`config.mk`:
```
export PLATFORM = sky130hd
export DESIGN_NAME = cpu_bus_command_controller
export DESIGN_NICKNAME = d
export VERILOG_FILES = /design/src/hdl/cpu_bus_command_controller.v
export VERILOG_INCLUDE_DIRS = /design/src /design/src/hdl
export SDC_FILE = /design/constraint.sdc
export NUM_CORES = 1
export LEC_CHECK = 0
export BUFFER_PORTS_ARGS = -buffer_cell sky130_fd_sc_hd__buf_2
export CAP_MARGIN = 20
export CORE_MARGIN = 3
export CORE_UTILIZATION = 35
export CTS_CLUSTER_DIAMETER = 120
export CTS_CLUSTER_SIZE = 28
export DETAILED_ROUTE_END_ITERATION = 8
export PLACE_DENSITY_LB_ADDON = 0.3
export SKIP_CTS_REPAIR_TIMING = 1
export SLEW_MARGIN = 20
export SYNTH_ARGS = -nofsm -noshare
export SYNTH_HDL_FRONTEND = slang
export SYNTH_SLANG_ARGS = --single-unit
```
`constraint.sdc`:
```
create_clock -name clk -period 1.67 [get_ports clk]
set_clock_uncertainty 0.05 [all_clocks]
set_input_delay 0.334 -clock clk [delete_from_list [all_inputs] [get_ports clk]]
set_output_delay 0.334 -clock clk [all_outputs]
set_load 0.005 [all_outputs]
```
`src/hdl/bus_cmd_regs.vh`:
```
// Constants for the processor bus command controller
`ifndef BUS_CMD_REGS_VH
`define BUS_CMD_REGS_VH

// ----------------------------------------------------------------
// Status codes (bit2, bit1, bit0)
// ----------------------------------------------------------------
`define ST_IRQ_ACK      3'h0
`define ST_IO_READ      3'h1
`define ST_IO_WRITE     3'h2
`define ST_HALT         3'h3
`define ST_CODE_READ    3'h4
`define ST_MEM_READ     3'h5
`define ST_MEM_WRITE    3'h6
`define ST_PASSIVE      3'h7

// ----------------------------------------------------------------
// Cycle kind vector bit positions
// ----------------------------------------------------------------
`define KIND_W          5
`define KIND_IRQ_ACK    0
`define KIND_IO_READ    1
`define KIND_IO_WRITE   2
`define KIND_MEM_READ   3
`define KIND_MEM_WRITE  4
`define KIND_NONE       5'h00

// ----------------------------------------------------------------
// Grant to command timing
// ----------------------------------------------------------------
`define CLK_PERIOD_NS   20
`define T_GRANT_MIN_NS  110
`define T_GRANT_MAX_NS  250
`define GRANT_MIN_CYC   ((`T_GRANT_MIN_NS + `CLK_PERIOD_NS - 1) / `CLK_PERIOD_NS)
`define GRANT_MAX_CYC   (`T_GRANT_MAX_NS / `CLK_PERIOD_NS)
`define SYNC_STAGES     2
`define GRANT_CNT_W     4
`define GRANT_CNT_RST   4'h0

`endif

```
`src/hdl/cpu_bus_command_controller.v`:
```
// Processor bus command and control generator
//
// Behaviour
// - Passive status keeps every command output high.
// - Address strobe is active high; latches capture at its falling edge.
// - Active-high transceiver enable during the data phase, except for I/O cycles in I/O bus mode.
// - Direction high for write cycles, low for read cycles.
// - Commands enabled 110 to 250 ns after grant goes low.
// - Grant inactive releases command drivers at once, unclocked.
// - In I/O bus mode the I/O commands ignore the grant.
// - Command enable low forces commands, transceiver and peripheral enables inactive.
// - Strap high selects I/O bus mode, low selects system bus mode.
// - Early I/O write asserts with read timing, before normal write.
// - I/O write command asserted low during I/O write cycles.
// - I/O read command asserted low during I/O read cycles.
// - All command and control outputs timed from the clock.
// - Status decode: ack, I/O read, I/O write, halt, memory read/write, passive.
// - Shared pin: cascade enable in system mode, peripheral enable low in I/O mode.
// - System bus mode holds memory and I/O commands until granted.
`timescale 1ns/1ps
`default_nettype none
`include "bus_cmd_regs.vh"

module cpu_bus_command_controller #(
    parameter GRANT_DELAY = `GRANT_MIN_CYC
) (
    // Clock and reset
    input  wire clk,
    input  wire sys_rst,
    // Processor status pins
    input  wire cpuStatusBit0,
    input  wire cpuStatusBit1,
    input  wire cpuStatusBit2,
    // Arbiter, enable and strap pins
    input  wire arbiterBusGrantN,
    input  wire cmdOutputEnable,
    input  wire busModeStrap,
    // Command outputs, active low
    output reg  irqAcknowledgeN,
    output reg  ioReadN,
    output reg  ioWriteN,
    output reg  earlyIoWriteN,
    output reg  memReadN,
    output reg  memWriteN,
    output reg  earlyMemWriteN,
    // Command driver enables, high while driving
    output wire ioCmdDriveEn,
    output wire memCmdDriveEn,
    // Control outputs
    output reg  addrLatchStrobe,
    output reg  xcvrEnable,
    output reg  xcvrDirection,
    output reg  cascadeOrPeriphEnable
);

    // ------------------------------------------------------------
    // Cycle phases
    // ------------------------------------------------------------
    localparam [1:0] PH_IDLE  = 2'h0;
    localparam [1:0] PH_ADDR  = 2'h1;
    localparam [1:0] PH_EARLY = 2'h2;
    localparam [1:0] PH_LATE  = 2'h3;

    localparam [`GRANT_CNT_W-1:0] GRANT_TARGET = GRANT_DELAY[`GRANT_CNT_W-1:0];

    // ------------------------------------------------------------
    // Status decode
    // ------------------------------------------------------------
    function [`KIND_W-1:0] decodeKind;
        input [2:0] status;
        begin
            decodeKind = `KIND_NONE;
            case (status)
                `ST_IRQ_ACK:   decodeKind[`KIND_IRQ_ACK]   = 1'b1;
                `ST_IO_READ:   decodeKind[`KIND_IO_READ]   = 1'b1;
                `ST_IO_WRITE:  decodeKind[`KIND_IO_WRITE]  = 1'b1;
                `ST_CODE_READ: decodeKind[`KIND_MEM_READ]  = 1'b1;
                `ST_MEM_READ:  decodeKind[`KIND_MEM_READ]  = 1'b1;
                `ST_MEM_WRITE: decodeKind[`KIND_MEM_WRITE] = 1'b1;
                default:       decodeKind = `KIND_NONE;
            endcase
        end
    endfunction

    function isIoKind;
        input [`KIND_W-1:0] kind;
        begin
            isIoKind = kind[`KIND_IRQ_ACK] | kind[`KIND_IO_READ] | kind[`KIND_IO_WRITE];
        end
    endfunction

    function isWriteKind;
        input [`KIND_W-1:0] kind;
        begin
            isWriteKind = kind[`KIND_IO_WRITE] | kind[`KIND_MEM_WRITE];
        end
    endfunction

    // ------------------------------------------------------------
    // Pin synchronisers
    // ------------------------------------------------------------
    reg  [2:0]              statusMeta;
    reg  [2:0]              statusSync;
    reg                     grantMeta;
    reg                     grantSyncN;
    reg                     cenMeta;
    reg                     cenSync;
    reg                     strapMeta;
    reg                     ioMode;

    always @(posedge clk) begin
        if (sys_rst) begin
            statusMeta <= `ST_PASSIVE;
            statusSync <= `ST_PASSIVE;
            grantMeta  <= 1'b1;
            grantSyncN <= 1'b1;
            cenMeta    <= 1'b0;
            cenSync    <= 1'b0;
            strapMeta  <= 1'b0;
            ioMode     <= 1'b0;
        end else begin
            statusMeta <= {cpuStatusBit2, cpuStatusBit1, cpuStatusBit0};
            statusSync <= statusMeta;
            grantMeta  <= arbiterBusGrantN;
            grantSyncN <= grantMeta;
            cenMeta    <= cmdOutputEnable;
            cenSync    <= cenMeta;
            strapMeta  <= busModeStrap;
            ioMode     <= strapMeta;
        end
    end

    // ------------------------------------------------------------
    // Grant delay counter
    // ------------------------------------------------------------
    reg  [`GRANT_CNT_W-1:0] grantCnt;
    wire                    grantReady;

    assign grantReady = (grantCnt == GRANT_TARGET);

    always @(posedge clk) begin
        if (sys_rst) begin
            grantCnt <= `GRANT_CNT_RST;
        end else if (grantSyncN) begin
            grantCnt <= `GRANT_CNT_RST;
        end else if (!grantReady) begin
            grantCnt <= grantCnt + {{(`GRANT_CNT_W-1){1'b0}}, 1'b1};
        end
    end

    // ------------------------------------------------------------
    // Cycle sequencer
    // ------------------------------------------------------------
    reg  [1:0]              phase;
    reg  [1:0]              next_phase;
    reg  [`KIND_W-1:0]      kind;
    reg  [`KIND_W-1:0]      next_kind;
    wire                    statusPassive;

    assign statusPassive = (statusSync == `ST_PASSIVE);

    // begin and end at passive code
    always @* begin
        next_phase = phase;
        next_kind  = kind;
        case (phase)
            PH_IDLE: begin
                if (!statusPassive) begin
                    next_phase = PH_ADDR;
                    next_kind  = decodeKind(statusSync);
                end
            end
            PH_ADDR: begin
                next_phase = statusPassive ? PH_IDLE : PH_EARLY;
            end
            PH_EARLY: begin
                next_phase = statusPassive ? PH_IDLE : PH_LATE;
            end
            PH_LATE: begin
                if (statusPassive) begin
                    next_phase = PH_IDLE;
                end
            end
            default: begin
                next_phase = PH_IDLE;
            end
        endcase
        if (next_phase == PH_IDLE) begin
            next_kind = `KIND_NONE;
        end
    end

    always @(posedge clk) begin
        if (sys_rst) begin
            phase <= PH_IDLE;
            kind  <= `KIND_NONE;
        end else begin
            phase <= next_phase;
            kind  <= next_kind;
        end
    end

    // ------------------------------------------------------------
    // Command gating
    // ------------------------------------------------------------
    wire                    ioCmdAllowed;
    wire                    memCmdAllowed;
    wire                    earlyPhase;
    wire                    latePhase;

    assign ioCmdAllowed  = cenSync & (ioMode | grantReady);
    assign memCmdAllowed = cenSync & grantReady;

    assign earlyPhase = (next_phase == PH_EARLY) | (next_phase == PH_LATE);
    assign latePhase  = (next_phase == PH_LATE);

    // ------------------------------------------------------------
    // Next output values
    // ------------------------------------------------------------
    reg                     next_irqAcknowledgeN;
    reg                     next_ioReadN;
    reg                     next_ioWriteN;
    reg                     next_earlyIoWriteN;
    reg                     next_memReadN;
    reg                     next_memWriteN;
    reg                     next_earlyMemWriteN;
    reg                     next_addrLatchStrobe;
    reg                     next_xcvrEnable;
    reg                     next_xcvrDirection;
    reg                     next_cascadeOrPeriphEnable;
    reg                     dataPhase;

    always @*   begin
        dataPhase = earlyPhase & (next_kind != `KIND_NONE);
        // inactive high unless a cycle asks
        next_irqAcknowledgeN = 1'b1;
        next_ioReadN         = 1'b1;
        next_ioWriteN        = 1'b1;
        next_earlyIoWriteN   = 1'b1;
        next_memReadN        = 1'b1;
        next_memWriteN       = 1'b1;
        next_earlyMemWriteN  = 1'b1;
        if (earlyPhase && ioCmdAllowed) begin
            next_irqAcknowledgeN = ~next_kind[`KIND_IRQ_ACK];
            next_ioReadN         = ~next_kind[`KIND_IO_READ];
            // early I/O write with read timing
            next_earlyIoWriteN   = ~next_kind[`KIND_IO_WRITE];
        end
        if (latePhase && ioCmdAllowed) begin
            next_ioWriteN = ~next_kind[`KIND_IO_WRITE];
        end
        if (earlyPhase && memCmdAllowed) begin
            next_memReadN       = ~next_kind[`KIND_MEM_READ];
            next_earlyMemWriteN = ~next_kind[`KIND_MEM_WRITE];
        end
        if (latePhase && memCmdAllowed) begin
            next_memWriteN = ~next_kind[`KIND_MEM_WRITE];
        end

        // address strobe high in address phase
        next_addrLatchStrobe = (next_phase == PH_ADDR) && (statusSync != `ST_PASSIVE);

        next_xcvrDirection = (next_phase != PH_IDLE) && isWriteKind(next_kind);

        if (ioMode && isIoKind(next_kind)) begin
            next_xcvrEnable = 1'b0;
        end else begin
            next_xcvrEnable = dataPhase & cenSync;
        end

        if (ioMode) begin
            next_cascadeOrPeriphEnable = ~(dataPhase & cenSync & isIoKind(next_kind));
        end else begin
            next_cascadeOrPeriphEnable = (next_phase == PH_ADDR) &&
                                         next_kind[`KIND_IRQ_ACK];
        end
    end

    // ------------------------------------------------------------
    // Output registers
    // ------------------------------------------------------------
    // outputs registered by the clock
    always @(posedge clk) begin
        if (sys_rst) begin
            irqAcknowledgeN       <= 1'b1;
            ioReadN               <= 1'b1;
            ioWriteN              <= 1'b1;
            earlyIoWriteN         <= 1'b1;
            memReadN              <= 1'b1;
            memWriteN             <= 1'b1;
            earlyMemWriteN        <= 1'b1;
            addrLatchStrobe       <= 1'b0;
            xcvrEnable            <= 1'b0;
            xcvrDirection         <= 1'b0;
            cascadeOrPeriphEnable <= 1'b0;
        end else begin
            irqAcknowledgeN       <= next_irqAcknowledgeN;
            ioReadN               <= next_ioReadN;
            ioWriteN              <= next_ioWriteN;
            earlyIoWriteN         <= next_earlyIoWriteN;
            memReadN              <= next_memReadN;
            memWriteN             <= next_memWriteN;
            earlyMemWriteN        <= next_earlyMemWriteN;
            addrLatchStrobe       <= next_addrLatchStrobe;
            xcvrEnable            <= next_xcvrEnable;
            xcvrDirection         <= next_xcvrDirection;
            cascadeOrPeriphEnable <= next_cascadeOrPeriphEnable;
        end
    end

    // ------------------------------------------------------------
    // Command driver enables
    // ------------------------------------------------------------
    // unclocked release when grant inactive
    // I/O group always driven in I/O mode
    assign ioCmdDriveEn  = ioMode | ~arbiterBusGrantN;
    assign memCmdDriveEn = ~arbiterBusGrantN;

endmodule // cpu_bus_command_controller

`default_nettype wire

```
==> metrics.md <==
| Metric | Value |
|---|---|
| Status | completed |
| I/O pins | 21 |
| Slew headroom | 71.81% |
| Antenna Nets Post-Route | 0 |
| Crit path DAT | 1.74 ns |
| Placeable Area | 0.003153 mm2 |
| Antenna violations before repair | 0 |
| Critical Path RT | 1.84 ns |
| Worst Hold Class | primary input to flip-flop |
| DRT Pass-1 Iters | 4 |
| Port-buffer cells | 20 |
| Sequential fraction of the synthesis area | 56.61% |
| H-tree levels | 2 |
| Total wire length | 2.165 mm |
| Number of global-route vias before repair | 824 |
| CTS Sinks | 34 |
| Final Net Count | 155 |
| Clk Latency, worst-skew pair | 0.33 ns |
| Max VDD drop | 0.0004589 V |
| Final period utilization | 94.04% |
| WS Path Type | flip-flop to flip-flop |
| Max Transition Viols Final | 0 |
| Seq cells post-synth | 34 |
| Clock root buffer | clkbuf_4 |
| Min Tclk post-route | 1.570 ns |
| GRT Overall Usage | 11.70% |
| Worst R2R Start | statusSync[0]$_SDFF_PP1_ |
| RSZ-0062 raised after global routing | no |
| Routability cong. | 0.9129 |
| Final Hold Fails | 0 |
| Slew @ Worst Pin | 0.4210 ns |
| Post-Synthesis Cells | 117 |
| Design Area, Final | 0.001439 mm2 |
| DRC violations left | 0 |
| Clk buf depth | 2 |
| Num CTS Buffers | 5 |
| Clock slew at reported path FFs | 0.09 ns |
| Most common cell after layout, fill and taps aside | dfxtp_1 |
| Antenna diode count | 0 |
| Synth warn | 0 |
| Min Hold Slack | 0.1327 ns |
| Power per cell area | 974.7 mW/mm2 |
| Vias | 904 |
| Setup total negative slack | 0 ns |
| Die extent in x | 64.61 um |
| DRT iter0 DRCs | 21 |
| Die H | 64.61 um |
| Initial Utilization | 38.13% |
| Leak | 0.0005777 uW |
| Syn Nets | 127 |
| RR Endpoint | cascadeOrPeriphEnable$_SDFF_PP0_ |
| Filler cell count | 331 |
| Worst setup path end | cascadeOrPeriphEnable$_SDFF_PP0_ |
| Final setup viols | 0 |
| Crit. End Element | flip-flop |
| Largest net degree at the start of global routing | 25 |
| CTS tree | done |
| Max cap viols | 0 |
| Area Overhead vs Synth | 19.67% |
| Synth unique cells | 33 |
| Wire length per cell | 11.39 um |
| Row count | 20 |
| Worst setup slack after layout | 0.09960 ns |
| Layout cells sized above 1 | 35.62% |
| R2r setup slk | 0.1 ns |
| Dpl ws | 0.08258 ns |
| DIE AREA | 0.004174 mm2 |
| Reg2Reg Depth | 5 |
| Worst Path Max Fanout | 6 |
| First-pass GRT wire length | 3.670 mm |
| Via-to-Cell Ratio | 4.758 |
| GRT overflow | 0 |
| Post-synthesis area per instance | 10.28 um2 |
| DPL Wire Length | 1.587 mm |
| Placement Cell Area | 0.001354 mm2 |
| Final Total Pwr | 1402 uW |
| Peak Freq | 636.8 MHz |
| Most frequent cells in the layout | dfxtp_1, buf_2, nor2_1 |
| Crit path launch type | flip-flop |
| CP startpoint | statusSync[0]$_SDFF_PP1_ |
| Netlist Area Pre-Place | 0.001202 mm2 |
final cells by class:
cell class | instances | area (um2) | share of cell area, %
clock buffer | 7 | 55.05 | 3.826
clock inverter | 1 | 5.005 | 0.3478
inverter | 5 | 18.77 | 1.304
multi-input combinational | 75 | 490.5 | 34.09
sequential | 34 | 684.4 | 47.57
tap | 44 | 55.05 | 3.826
timing repair buffer | 24 | 130.1 | 9.043
synthesized netlist by cell type:
| cell | n | area [um2] |
|---|---|---|
| or2_2 | 9 | 56.30 |
| and2_1 | 1 | 6.260 |
| ha_1 | 2 | 25.02 |
| or2_1 | 1 | 6.260 |
| a21o_1 | 1 | 7.510 |
| dfxtp_1 | 34 | 680.7 |
| nor3_1 | 3 | 15.01 |
| nand3_1 | 4 | 20.02 |
| a21oi_2 | 1 | 8.760 |
| nor2_2 | 1 | 6.260 |
| a211o_1 | 1 | 8.760 |
| nor2_1 | 10 | 37.54 |
| nand2_1 | 5 | 18.77 |
| a211oi_2 | 1 | 12.51 |
| inv_1 | 5 | 18.77 |
| o31a_1 | 1 | 8.760 |
| or3_1 | 6 | 37.54 |
| nor4_1 | 1 | 6.260 |
| a2111oi_0 | 1 | 8.760 |
| xnor2_1 | 2 | 17.52 |
| nor2b_1 | 6 | 37.54 |
| a211oi_1 | 1 | 7.510 |
| nand3b_1 | 1 | 7.510 |
| buf_6 | 2 | 22.52 |
| a21oi_1 | 7 | 35.03 |
| o211ai_1 | 2 | 15.01 |
| o21ai_1 | 1 | 5.000 |
| clkbuf_1 | 1 | 3.750 |
| a31oi_1 | 1 | 6.260 |
| a2bb2oi_2 | 1 | 15.01 |
| or2b_1 | 1 | 7.510 |
| and3_4 | 2 | 22.52 |
| mux2i_1 | 1 | 10.01 |
stage by stage:
step | util [%] | std cells
finish | 45.63 | 190
global route | 45.63 | 190
CTS | 44.84 | 189
detailed placement | 42.94 | 181
global placement | 42.94 | 181
floorplan | - | 117
layer usage:
layer	vias up	track usage [%]	wire length (um)
met5	-	0	0
met4	0	6.332	51
met3	6	5.373	166
met2	31	17.91	979
met1	413	13.55	967
li1	454	-	-
registers in the layout (all words and copies together), names as in the netlist, 2 cells and up:
name / count
phase: 2
statusMeta: 3
statusSync: 3
kind: 5
grantCnt: 4
critical path, stage by stage, from the launching register on:
cell and delay, ns:
dfxtp_1 0.38, and3_4 0.23, a21oi_2 0.12, o211ai_1 0.20, and3_4 0.22, o31a_1 0.26
worst min-delay path by stage:
stage / slack, ns / cells after the start / startpoint / to
global placement: 0.35 / 1 / statusMeta[2]$_SDFF_PP1_ / statusSync[2]$_SDFF_PP1_
floorplan: 0.34 / 1 / grantMeta$_SDFF_PP1_ / grantSyncN$_SDFF_PP1_
CTS: 0.12 / 2 / cpuStatusBit1 / statusMeta[1]$_SDFF_PP1_
detailed placement: 0.35 / 1 / statusMeta[1]$_SDFF_PP1_ / statusSync[1]$_SDFF_PP1_
finish: 0.13 / 2 / cpuStatusBit1 / statusMeta[1]$_SDFF_PP1_
global route: 0.11 / 2 / cpuStatusBit1 / statusMeta[1]$_SDFF_PP1_
kinds of logic (layout without fill, tap and decap cells):
group,after synthesis,in the layout,synth area share [%]
AO/OA/AOI/OAI,19,19,11.55
XOR/XNOR,2,2,1.457
adder cells (fa/ha/maj),2,2,2.081
buffers and inverters,8,37,3.746
flip-flops,34,34,56.61
multiplexers,1,1,0.8325
AND/OR/NAND/NOR,51,51,23.73
where the power goes:
group	leakage (uW)	internal (uW)	switching (uW)
registers	0.000279	834	14.4
clock network	0.0000353	204	249
logic	0.000264	48.3	52.8
Note: power is estimated with default switching activity, not from simulation.
